<file path="config.mk">
export PLATFORM = sky130hd
export DESIGN_NAME = aac_regs
export DESIGN_NICKNAME = d
export VERILOG_FILES = /design/src/hw/aac_pkg.sv /design/src/hw/aac_regs.sv /design/src/hw/aac_serial_slave.sv
export SDC_FILE = /design/constraint.sdc
export NUM_CORES = 1
export LEC_CHECK = 0
export BUFFER_PORTS_ARGS = -buffer_cell sky130_fd_sc_hd__buf_4
export CAP_MARGIN = 30
export CORE_ASPECT_RATIO = 0.7
export CORE_MARGIN = 3
export CORE_UTILIZATION = 55
export CTS_CLUSTER_DIAMETER = 80
export CTS_CLUSTER_SIZE = 12
export DETAILED_ROUTE_END_ITERATION = 10
export GPL_TIMING_DRIVEN = 0
export PLACE_DENSITY = 0.77
export SYNTH_ARGS = -nofsm -noshare
export SYNTH_HDL_FRONTEND = slang
export SYNTH_HIERARCHICAL = 1
export SYNTH_SLANG_ARGS = --single-unit
</file>
<file path="constraint.sdc">
create_clock -name clk -period 2.11 [get_ports clk]
set_input_delay 0.5275 -clock clk [delete_from_list [all_inputs] [get_ports clk]]
set_output_delay 0.5275 -clock clk [all_outputs]
set_load 0.1 [all_outputs]
</file>
<file path="src/hw/aac_pkg.sv">
/*
  Constants for the amplifier control register bank: function prefixes,
  register reset values, field positions and the serial address layout.
  Assumes nothing beyond being compiled before the design modules.
*/
package aac_pkg;

  // Function prefix in the top three bits of each data byte
  localparam logic [2:0] AAC_FN_INPUT_VOL = 3'h0;
  localparam logic [2:0] AAC_FN_BASS = 3'h1;
  localparam logic [2:0] AAC_FN_TREBLE = 3'h2;
  localparam logic [2:0] AAC_FN_RIGHT_VOL = 3'h3;
  localparam logic [2:0] AAC_FN_LEFT_VOL = 3'h4;
  localparam logic [2:0] AAC_FN_MIC_SEL = 3'h5;
  localparam logic [2:0] AAC_FN_MIC_VOL = 3'h6;
  localparam logic [2:0] AAC_FN_GENERAL = 3'h7;

  // Data byte layout
  localparam int AAC_FN_MSB = 7;
  localparam int AAC_FN_LSB = 5;

  // Reset values and the top tone code
  localparam logic [4:0] AAC_OUT_VOL_MUTE = 5'h1F;
  localparam logic [4:0] AAC_MIC_VOL_MUTE = 5'h15;
  localparam logic [4:0] AAC_GENERAL_RST = 5'h00;
  localparam logic [3:0] AAC_MIC_SEL_RST = 4'h8;
  localparam logic [3:0] AAC_TONE_FLAT = 4'h6;
  localparam logic [3:0] AAC_TONE_MAX = 4'hC;
  localparam logic [2:0] AAC_INPUT_VOL_RST = 3'h0;

  // Microphone selection field layout and the one undefined gain code
  localparam int AAC_MIC_SRC_LSB = 0;
  localparam int AAC_MIC_GAIN_LSB = 2;
  localparam logic [1:0] AAC_MIC_GAIN_BAD = 2'h3;

  // General control bit positions
  localparam int AAC_GC_SHUTDOWN = 0;
  localparam int AAC_GC_GPO = 1;
  localparam int AAC_GC_ENHANCE = 2;
  localparam int AAC_GC_MONO = 3;
  localparam int AAC_GC_EXT_LOOP = 4;

  // Slave address: fixed upper bits, two strap bits, write bit
  localparam logic [4:0] AAC_ADDR_HI = 5'h10;
  localparam logic AAC_ADDR_WRITE = 1'h0;
  localparam logic [3:0] AAC_BITS_PER_BYTE = 4'h8;

  // Number of synchronised pins: scl, sda, two straps, hard reset, bypass settled
  localparam int AAC_NUM_PINS = 6;

endpackage

</file>
<file path="src/hw/aac_regs.sv">
/*
  Control register bank of a stereo amplifier with microphone preamp,
  written over a two-wire serial link. Holds volume, tone, microphone and
  general control settings and sequences the turn-on buffer mode.
  Assumes the pins arrive asynchronously, the link clock far slower than clk,
  and an analog side that reports when the bypass node has settled.

*/
`timescale 1ns/100ps
module aac_regs
  import aac_pkg::*;
(
  // Clock and reset
  input wire logic clk,
  input wire logic rst,
  // Serial link pins
  input wire logic scl_pin,
  input wire logic sda_in,
  output logic sda_out,
  output logic sda_oe_n,
  // Address straps and hard reset pin
  input wire logic [1:0] addr_strap_pin,
  input wire logic hard_reset_pin,
  // Analog side status
  input wire logic bypass_settled_pin,
  // Output, tone and input settings
  output logic [4:0] left_vol,
  output logic [4:0] right_vol,
  output logic [3:0] bass,
  output logic [3:0] treble,
  output logic [2:0] input_vol,
  // Microphone settings
  output logic [1:0] mic_src,
  output logic [1:0] mic_gain,
  output logic [4:0] mic_vol,
  // General control
  output logic shutdown,
  output logic gpo,
  output logic enhance_on,
  output logic mono_force,
  output logic ext_loop,
  // Turn-on sequencing
  output logic buffer_mode
);

  typedef enum logic [1:0] {
    AAC_P_OFF = 2'h0,
    AAC_P_CHARGE = 2'h1,
    AAC_P_RUN = 2'h2
  } aac_power_state_t;

  // Accepts a write only where the payload is a defined code
  function automatic logic aac_code_ok(input logic [2:0] fn, input logic [4:0] payload);
    logic ok;
    ok = 1'h1;
    case (fn)
      AAC_FN_BASS, AAC_FN_TREBLE: ok = (payload[3:0] <= AAC_TONE_MAX);
      AAC_FN_MIC_SEL: ok = (payload[AAC_MIC_GAIN_LSB +: 2] != AAC_MIC_GAIN_BAD);
      AAC_FN_MIC_VOL: ok = (payload <= AAC_MIC_VOL_MUTE);
      default: ok = 1'h1;
    endcase
    return ok;
  endfunction

  // Two-stage synchronisers for every pin
  logic [AAC_NUM_PINS-1:0] pin_meta;
  logic [AAC_NUM_PINS-1:0] pin_sync;

  always_ff @(posedge clk) begin
    if (rst) begin
      pin_meta <= 6'h03;
      pin_sync <= 6'h03;
    end else begin
      pin_meta <= {bypass_settled_pin, hard_reset_pin, addr_strap_pin, sda_in, scl_pin};
      pin_sync <= pin_meta;
    end
  end

  wire scl_s = pin_sync[0];
  wire sda_s = pin_sync[1];
  wire [1:0] strap_s = pin_sync[3:2];
  wire hard_reset_s = pin_sync[4];
  wire settled_s = pin_sync[5];

  // Hard reset pin also restarts the link and the power sequence
  wire reg_reset = rst | hard_reset_s;

  wire byte_valid;
  wire [7:0] byte_data;
  wire slave_oe_n;

  aac_serial_slave u_slave (
    .clk(clk),
    .rst(reg_reset),
    .scl(scl_s),
    .sda(sda_s),
    .addr_strap(strap_s),
    .sda_oe_n(slave_oe_n),
    .byte_valid(byte_valid),
    .byte_data(byte_data)
  );

  // Byte decode
  wire [2:0] fn = byte_data[AAC_FN_MSB:AAC_FN_LSB];
  wire [4:0] payload = byte_data[4:0];
  wire write_ok = byte_valid && aac_code_ok(fn, payload);
  wire wr_input = write_ok && (fn == AAC_FN_INPUT_VOL);
  wire wr_bass = write_ok && (fn == AAC_FN_BASS);
  wire wr_treble = write_ok && (fn == AAC_FN_TREBLE);
  wire wr_right = write_ok && (fn == AAC_FN_RIGHT_VOL);
  wire wr_left = write_ok && (fn == AAC_FN_LEFT_VOL);
  wire wr_mic_sel = write_ok && (fn == AAC_FN_MIC_SEL);
  wire wr_mic_vol = write_ok && (fn == AAC_FN_MIC_VOL);
  wire wr_general = write_ok && (fn == AAC_FN_GENERAL);

  // Data wire is only ever pulled low
  always_ff @(posedge clk) begin
    sda_out <= 1'h0;
    sda_oe_n <= reg_reset ? 1'h1 : slave_oe_n;
  end

  // Volume and tone registers
  always_ff @(posedge clk) begin
    if (reg_reset) begin
      left_vol <= AAC_OUT_VOL_MUTE;
      right_vol <= AAC_OUT_VOL_MUTE;
      mic_vol <= AAC_MIC_VOL_MUTE;
      bass <= AAC_TONE_FLAT;
      treble <= AAC_TONE_FLAT;
      input_vol <= AAC_INPUT_VOL_RST;
    end else begin
      // Five-bit codes; all ones mutes left and right, 5'h15 is the microphone mute and top code
      if (wr_left) begin
        left_vol <= payload;
      end
      if (wr_right) begin
        right_vol <= payload;
      end
      if (wr_mic_vol) begin
        mic_vol <= payload;
      end
      // Bit 4 of tone bytes and bits 4:3 of input volume are don't care
      if (wr_bass) begin
        bass <= payload[3:0];
      end
      if (wr_treble) begin
        treble <= payload[3:0];
      end
      if (wr_input) begin
        input_vol <= payload[2:0];
      end
    end
  end

  // Microphone selection; bit 4 is don't care
  always_ff @(posedge clk) begin
    if (reg_reset) begin
      mic_src <= AAC_MIC_SEL_RST[AAC_MIC_SRC_LSB +: 2];
      mic_gain <= AAC_MIC_SEL_RST[AAC_MIC_GAIN_LSB +: 2];
    end else if (wr_mic_sel) begin
      mic_src <= payload[AAC_MIC_SRC_LSB +: 2];
      mic_gain <= payload[AAC_MIC_GAIN_LSB +: 2];
    end
  end

  // General control
  always_ff @(posedge clk) begin
    if (reg_reset) begin
      shutdown <= AAC_GENERAL_RST[AAC_GC_SHUTDOWN];
      gpo <= AAC_GENERAL_RST[AAC_GC_GPO];
      enhance_on <= AAC_GENERAL_RST[AAC_GC_ENHANCE];
      mono_force <= AAC_GENERAL_RST[AAC_GC_MONO];
      ext_loop <= AAC_GENERAL_RST[AAC_GC_EXT_LOOP];
    end else if (wr_general) begin
      shutdown <= payload[AAC_GC_SHUTDOWN];
      gpo <= payload[AAC_GC_GPO];
      enhance_on <= payload[AAC_GC_ENHANCE];
      mono_force <= payload[AAC_GC_MONO];
      ext_loop <= payload[AAC_GC_EXT_LOOP];
    end
  end

  // Turn-on sequencing: buffers until the bypass node reaches half supply
  aac_power_state_t power_state;
  aac_power_state_t next_power_state;

  always_comb begin
    next_power_state = power_state;
    case (power_state)
      AAC_P_OFF: begin
        if (!shutdown) begin
          next_power_state = AAC_P_CHARGE;
        end
      end
      AAC_P_CHARGE: begin
        if (shutdown) begin
          next_power_state = AAC_P_OFF;
        end else if (settled_s) begin
          next_power_state = AAC_P_RUN;
        end
      end
      AAC_P_RUN: begin
        if (shutdown) begin
          next_power_state = AAC_P_OFF;
        end
      end
      default: next_power_state = AAC_P_OFF;
    endcase
  end

  always_ff @(posedge clk) begin
    if (reg_reset) begin
      power_state <= AAC_P_CHARGE;
      buffer_mode <= 1'h1;
    end else begin
      power_state <= next_power_state;
      buffer_mode <= (next_power_state != AAC_P_RUN);
    end
  end

endmodule

</file>
<file path="src/hw/aac_serial_slave.sv">
/*
  Write-only serial slave: finds start and stop, matches the chip address,
  acknowledges the address and every data byte, and hands each data byte on.
  Assumes scl and sda already synchronised to clk, sampled well above the
  link rate, and an external pull-up on the data wire.
*/
`timescale 1ns/100ps
module aac_serial_slave
  import aac_pkg::*;
(
  // Clock and reset
  input wire logic clk,
  input wire logic rst,
  // Synchronised link and strap levels
  input wire logic scl,
  input wire logic sda,
  input wire logic [1:0] addr_strap,
  // Open-drain data drive, low while pulling the wire low
  output logic sda_oe_n,
  // Received data byte
  output logic byte_valid,
  output logic [7:0] byte_data
);

  typedef enum logic [2:0] {
    AAC_S_IDLE = 3'h0,
    AAC_S_ADDR = 3'h1,
    AAC_S_ADDR_ACK = 3'h2,
    AAC_S_DATA = 3'h3,
    AAC_S_DATA_ACK = 3'h4
  } aac_slave_state_t;

  aac_slave_state_t state;
  logic scl_prev;
  logic sda_prev;
  logic [7:0] shift;
  logic [3:0] bit_count;

  wire scl_rise = scl & ~scl_prev;
  wire scl_fall = ~scl & scl_prev;
  wire start_seen = scl & scl_prev & sda_prev & ~sda;
  wire stop_seen = scl & scl_prev & ~sda_prev & sda;
  wire byte_done = (bit_count == AAC_BITS_PER_BYTE);
  wire shifting = (state == AAC_S_ADDR) || (state == AAC_S_DATA);
  // Strap bits fill the two address positions above the write bit
  wire addr_match = (shift == {AAC_ADDR_HI, addr_strap, AAC_ADDR_WRITE});

  always_ff @(posedge clk) begin
    if (rst) begin
      scl_prev <= 1'h1;
      sda_prev <= 1'h1;
    end else begin
      scl_prev <= scl;
      sda_prev <= sda;
    end
  end

  always_ff @(posedge clk) begin
    byte_valid <= 1'h0;
    if (rst) begin
      state <= AAC_S_IDLE;
      sda_oe_n <= 1'h1;
      shift <= 8'h00;
      bit_count <= 4'h0;
      byte_data <= 8'h00;
    end else if (start_seen) begin
      // Repeated start is legal anywhere
      state <= AAC_S_ADDR;
      sda_oe_n <= 1'h1;
      bit_count <= 4'h0;
    end else if (stop_seen) begin
      state <= AAC_S_IDLE;
      sda_oe_n <= 1'h1;
    end else if (scl_rise && shifting && !byte_done) begin
      shift <= {shift[6:0], sda};
      bit_count <= bit_count + 4'h1;
    end else if (scl_fall) begin
      case (state)
        AAC_S_ADDR: begin
          if (byte_done) begin
            // Reads and foreign addresses are left unanswered
            state <= addr_match ? AAC_S_ADDR_ACK : AAC_S_IDLE;
            sda_oe_n <= ~addr_match;
          end
        end
        AAC_S_DATA: begin
          if (byte_done) begin
            state <= AAC_S_DATA_ACK;
            sda_oe_n <= 1'h0;
            byte_valid <= 1'h1;
            byte_data <= shift;
          end
        end
        AAC_S_ADDR_ACK, AAC_S_DATA_ACK: begin
          // Further bytes may follow until stop
          state <= AAC_S_DATA;
          sda_oe_n <= 1'h1;
          bit_count <= 4'h0;
        end
        default: begin
          state <= AAC_S_IDLE;
          sda_oe_n <= 1'h1;
        end
      endcase
    end
  end

endmodule

</file>
* After elaboration in Yosys (flattened, before gate mapping)
Cells that the tools add are included.
** Operators by class
- $add $sub $neg :: 1
- Magnitude comparators :: 2
- Equality and inequality tests :: 22
- Muxes and demuxes :: 21
- Bitwise gates (word level) :: 18
- Reductions and logical operators :: 28
** Operators by type and width (number)
- 3-bit == test, second input constant :: 5
- 3-bit by 2-bit == test with 1-bit output, second input constant :: 4
- 4-bit two-way mux :: 3
- 1-bit logical AND :: 11
- 2-bit two-way mux :: 5
- 1-bit NOT :: 10
- 3-bit one-hot mux with 3 select lines :: 1
- 8-bit == test :: 1
- 4-bit by 1-bit inequality test with 1-bit output, second input constant :: 2
- 4-bit AND reduction :: 2
- 1-bit bitwise AND :: 7
- 1-bit two-way mux :: 7
- 3-bit by 1-bit == test with 1-bit output, second input constant :: 2
- 3-bit two-way mux :: 2
- 2-bit one-hot mux with 3 select lines :: 1
- 3-bit AND reduction :: 2
- 6-bit AND reduction :: 1
- 2-bit OR reduction :: 3
- 6-bit OR reduction :: 1
- 5-bit <= comparator, second input constant :: 1
- 4-bit by 1-bit adder with 4-bit output, second input constant :: 1
- 4-bit == test, second input constant :: 1
- 4-bit <= comparator, second input constant :: 1
- 2-bit by 1-bit inequality test with 1-bit output, second input constant :: 2
- 14 further kinds :: 16
** Storage, ports and cells
- Bits in registers :: 78
- Bits of input ports :: 8
- Output and inout bits :: 38

* Logic depth before layout (Yosys ltp)
- Word-level depth :: 8
- Depth in mapped cells :: 7
- Mapped depth without buffers :: 6

* Cells and area by module
Netlist, hierarchy kept.
** Modules (own cells, without submodules)
- aac_regs :: times used 1, cells an instance 201, area each 2013.2 um^2
- aac_serial_slave :: times used 1, cells an instance 129, area each 1143.6 um^2

* Worst setup path after synthesis
OpenSTA, ideal clock, no wires.
- Kind :: input -> register
- Start point :: in rst
- End point :: reg u_slave.byte_data[0]
- Setup time :: 128 ps
- Arrival time :: 1633 ps
- Required time :: 1982 ps
- Path slack :: 350 ps
- Stages :: 6
- Path buffers :: 3
- Path through :: nor2_2 inv_2 buf_1 clkbuf_1 clkbuf_1 nor2_1
** On the way
- Word-level cells in the longest chain between the ends :: 1
** RTL lines
- start, declared :: line aac_regs.sv:15 : input wire logic rst,
- 1-bit OR :: line aac_regs.sv:86 : wire reg_reset = rst | hard_reset_s;
- net reg_reset :: line aac_regs.sv:86
- end signal, assigned :: line aac_serial_slave.sv:91 : byte_data <= shift;
- end, declared :: line aac_serial_slave.sv:22 : output logic [7:0] byte_data
The timed path passes the listed nets, and every way through them passes these cells.
A chain may end at the register's enable or synchronous reset.

* Worst setup path in the final report
- Start point :: reg pin_sync[4]
- End point :: reg u_slave.byte_data[5]
** On the way
- Word-level cells in the longest chain between the ends :: 1
** RTL lines
- start, declared :: line aac_regs.sv:67 : logic [AAC_NUM_PINS-1:0] pin_sync;
- start signal, assigned :: line aac_regs.sv:75 : pin_sync <= pin_meta;
- 1-bit OR :: line aac_regs.sv:86
Every way passes these cells.

==> results.yml <==
floorplan:
  io_pins: 46
  rows: 22
  die_h_um: 69.4
  die_w_um: 96.6
  start_util_pct: 58.5
  core_area_um2: 5400
  die-area_um2: 6700
yosys:
  ys_ff_latch: 78
  yosysSeqAreaShare_pct: 49.5
  synth_edf_count: 0
  synthCells: 330
  syn_nets: 344
  synth_flop_cell: "dfxtp_1"
  syn-cell-area_um2: 3160
  synth.avg_cell_area_um2: 9.57
  yosys_warnings: 6
  synthArstFlopShare_pct: 0
  ys_types: 49
clocking:
  clock_latency_ps: 360
  clockBufferDepth: 2
  cts_htree_levels: 3
  cts_tree: "built"
  clock_sinks: 78
  cts_root_buf: "clkbuf_8"
  clk_pin_slew_ps: 80
  cts_resized: 0
  holdBufCountCts: 0
  cts_made_buffers: 9
  cts_setup_buffers: 0
global_routing:
  grt_max_degree: 22
  globalRouteOverflowTotal: 0
  antenna_found_initial: 0
  grt_usage_pct: 21.4
  grt_pass1_vias: 2315
  grt_pass1_wl_um: 11100
route:
  finalWirelength_um: 6610
  drt_iter0_markers: 104
  vias_per_cell: 5.45
  wl_per_cell_um: 14.3
  ant_nets: 0
  drcViolationCount: 0
  drtPass1Iterations: 4
  vias: 2513
finish:
  fin_cells: 461
  synthToLayoutAreaGrowth_pct: 19.5
  final_layout_size_suffix_gt1_share_pct: 22.9
  fin_nets: 398
  final_cell_mix: "dfxtp_1, buf_4, nand2_1"
  design_area_um2: 3770
  num_antenna_cells: 0
  layout_commonest_cell: "dfxtp_1"
  nFillCells: 447
sta:
  finalCriticalPeriod_ps: 1830
  hold_viol: 0
  clock_skew_ps: 7.27
  setup_viol: 0
  fmax_mhz: 546
  drv_slew: 0
  rsz0062_at_grt: "no"
  period_share_pct: 86.8
critical_path:
  worst_ep_required_time_ps: 2340
  slowest_stage: "clkbuf_1"
  arrival_ps: 2060
  setup.worst_path.class: "flip-flop to flip-flop"
  setup.worst_path.start_class: "flip-flop"
  path_common_cell: "clkbuf_1"
  cp_slowest_stage_delay_ps: 430
  crit_path_end_kind: "flip-flop"
  cp_max_fo: 21
  worstPathCellList: "nor2_2 > inv_2 > clkbuf_1 > clkbuf_1 > nor2_1"
placed_design:
  post-place-cells: 446
  gp_routability_congestion: 0.818
  port_buffers: 44
  dp_hpwl_um: 4820
  dpl_cell_area_um2: 3580
hold_path:
  min_path_type: "primary input to flip-flop"
run_status:
  status: "finished clean"
flow_run:
  cap_violations: 0
power:
  p_int_uw: 2070
  clkPwrFrac_pct: 41.1
  p_comb_share_pct: 3.6
  power_frac_seq_pct: 55.3
  p_sw_share_pct: 23.3
  peakVddDrop_mv: 0.477
  p_switching_uw: 630
  power_density_nw_per_um2: 716
  cellLeakagePower_uw: 0.00155
==> worst max-delay path, delay by kind of cell, from the launching register on <==
family        cells  cell delay (ps)
buf+inv           3             1150
flops             1              350
simple gates      2              190
==> Yosys cell counts (all sizes together) (5+ instances only) <==
cell type / number / area share, %
a21oi: 24 / 4.5
buf: 10 / 2.1
clkbuf: 5 / 0.59
dfxtp: 78 / 49
ha: 6 / 2.4
inv: 7 / 0.83
mux2i: 31 / 9.8
nand2: 36 / 4.3
nand3: 20 / 3.3
nor2: 33 / 4.0
nor2b: 13 / 2.6
nor3: 8 / 1.3
o21ai: 14 / 3.3
or2: 6 / 1.2
==> worst paths after layout <==
kind	cells after the start	from	slack, ps	end
hold / removal	2	scl_pin	350	pin_meta[0]
setup / recovery	5	pin_sync[4]	280	u_slave/byte_data[5]
hold reg to reg	1	pin_meta[0]	410	pin_sync[0]
setup reg to reg	5	pin_sync[4]	280	u_slave/byte_data[5]
==> registers in the layout, indices dropped and copies added, names as in the netlist, 2 cells and up <==
register           flops
bass                   4
mic_src                2
pin_meta               6
right_vol              5
u_slave/state          3
u_slave/byte_data      8
left_vol               5
pin_sync               6
mic_vol                5
u_slave/bit_count      4
u_slave/shift          8
mic_gain               2
input_vol              3
treble                 4
power_state            2
==> power by group through the flow <==
stage / sequential, uW / combinational (uW) / clock (uW)
3_3_place_gp: 1530 / 96.3 / 0
5_1_grt: 1500 / 107 / 1200
3_5_place_dp: 1530 / 98.4 / 0
6_report: 1490 / 97.3 / 1110
4_1_cts: 1490 / 97.7 / 1130
2_1_floorplan: 1530 / 61.7 / 0
==> metrics by stage <==
| stage | util, % | TNS (ps) | hold WS (ps) | setup slack [ps] | power, uW |
|---|---|---|---|---|---|
| floorplan | - | 0 | 389 | 350 | 1590 |
| global placement | 66.3 | -3470 | 391 | -326 | 1620 |
| detailed placement | 66.3 | -3620 | 397 | -342 | 1630 |
| CTS | 69.9 | 0 | 344 | 286 | 2720 |
| global route | 69.9 | 0 | 330 | 64.9 | 2800 |
| finish | 69.9 | 0 | 350 | 278 | 2700 |
==> area by class of cell <==
cell class                      instances  area [um2]  area share (%)
Buffer                                 14        80.1            2.12
Clock buffer                           10         128            3.38
Clock inverter                          6        70.1            1.86
Inverter                                7        26.3           0.697
Multi-Input combinational cell        230        1490            39.4
Sequential cell                        78        1560            41.4
Tap cell                               72        90.1            2.39
Timing Repair Buffer                   44         330            8.76
==> logic make-up (layout without fill, tap and decap cells) <==
family | after synthesis | in the layout | synth area share [%]
and+or+nand+nor | 136 | 136 | 21.4
DFF | 78 | 78 | 49.5
AOI/OAI and AO/OA | 53 | 53 | 12.4
muxes | 31 | 31 | 9.83
buffers and inverters | 22 | 81 | 3.49
adders and majority gates | 6 | 6 | 2.38
xor gates and xnor gates | 3 | 3 | 0.832
other | 1 | 1 | 0.119
==> metal layers <==
layer / wire length [um] / share of wire, % / track usage, %
met1: 3310 / 50 / 31.9
met2: 2760 / 42 / 28.7
met3: 458 / 6.9 / 8.24
met4: 81 / 1.2 / 5.29
met5: 0 / 0 / 0
Note: power is estimated with default switching activity, not from simulation.
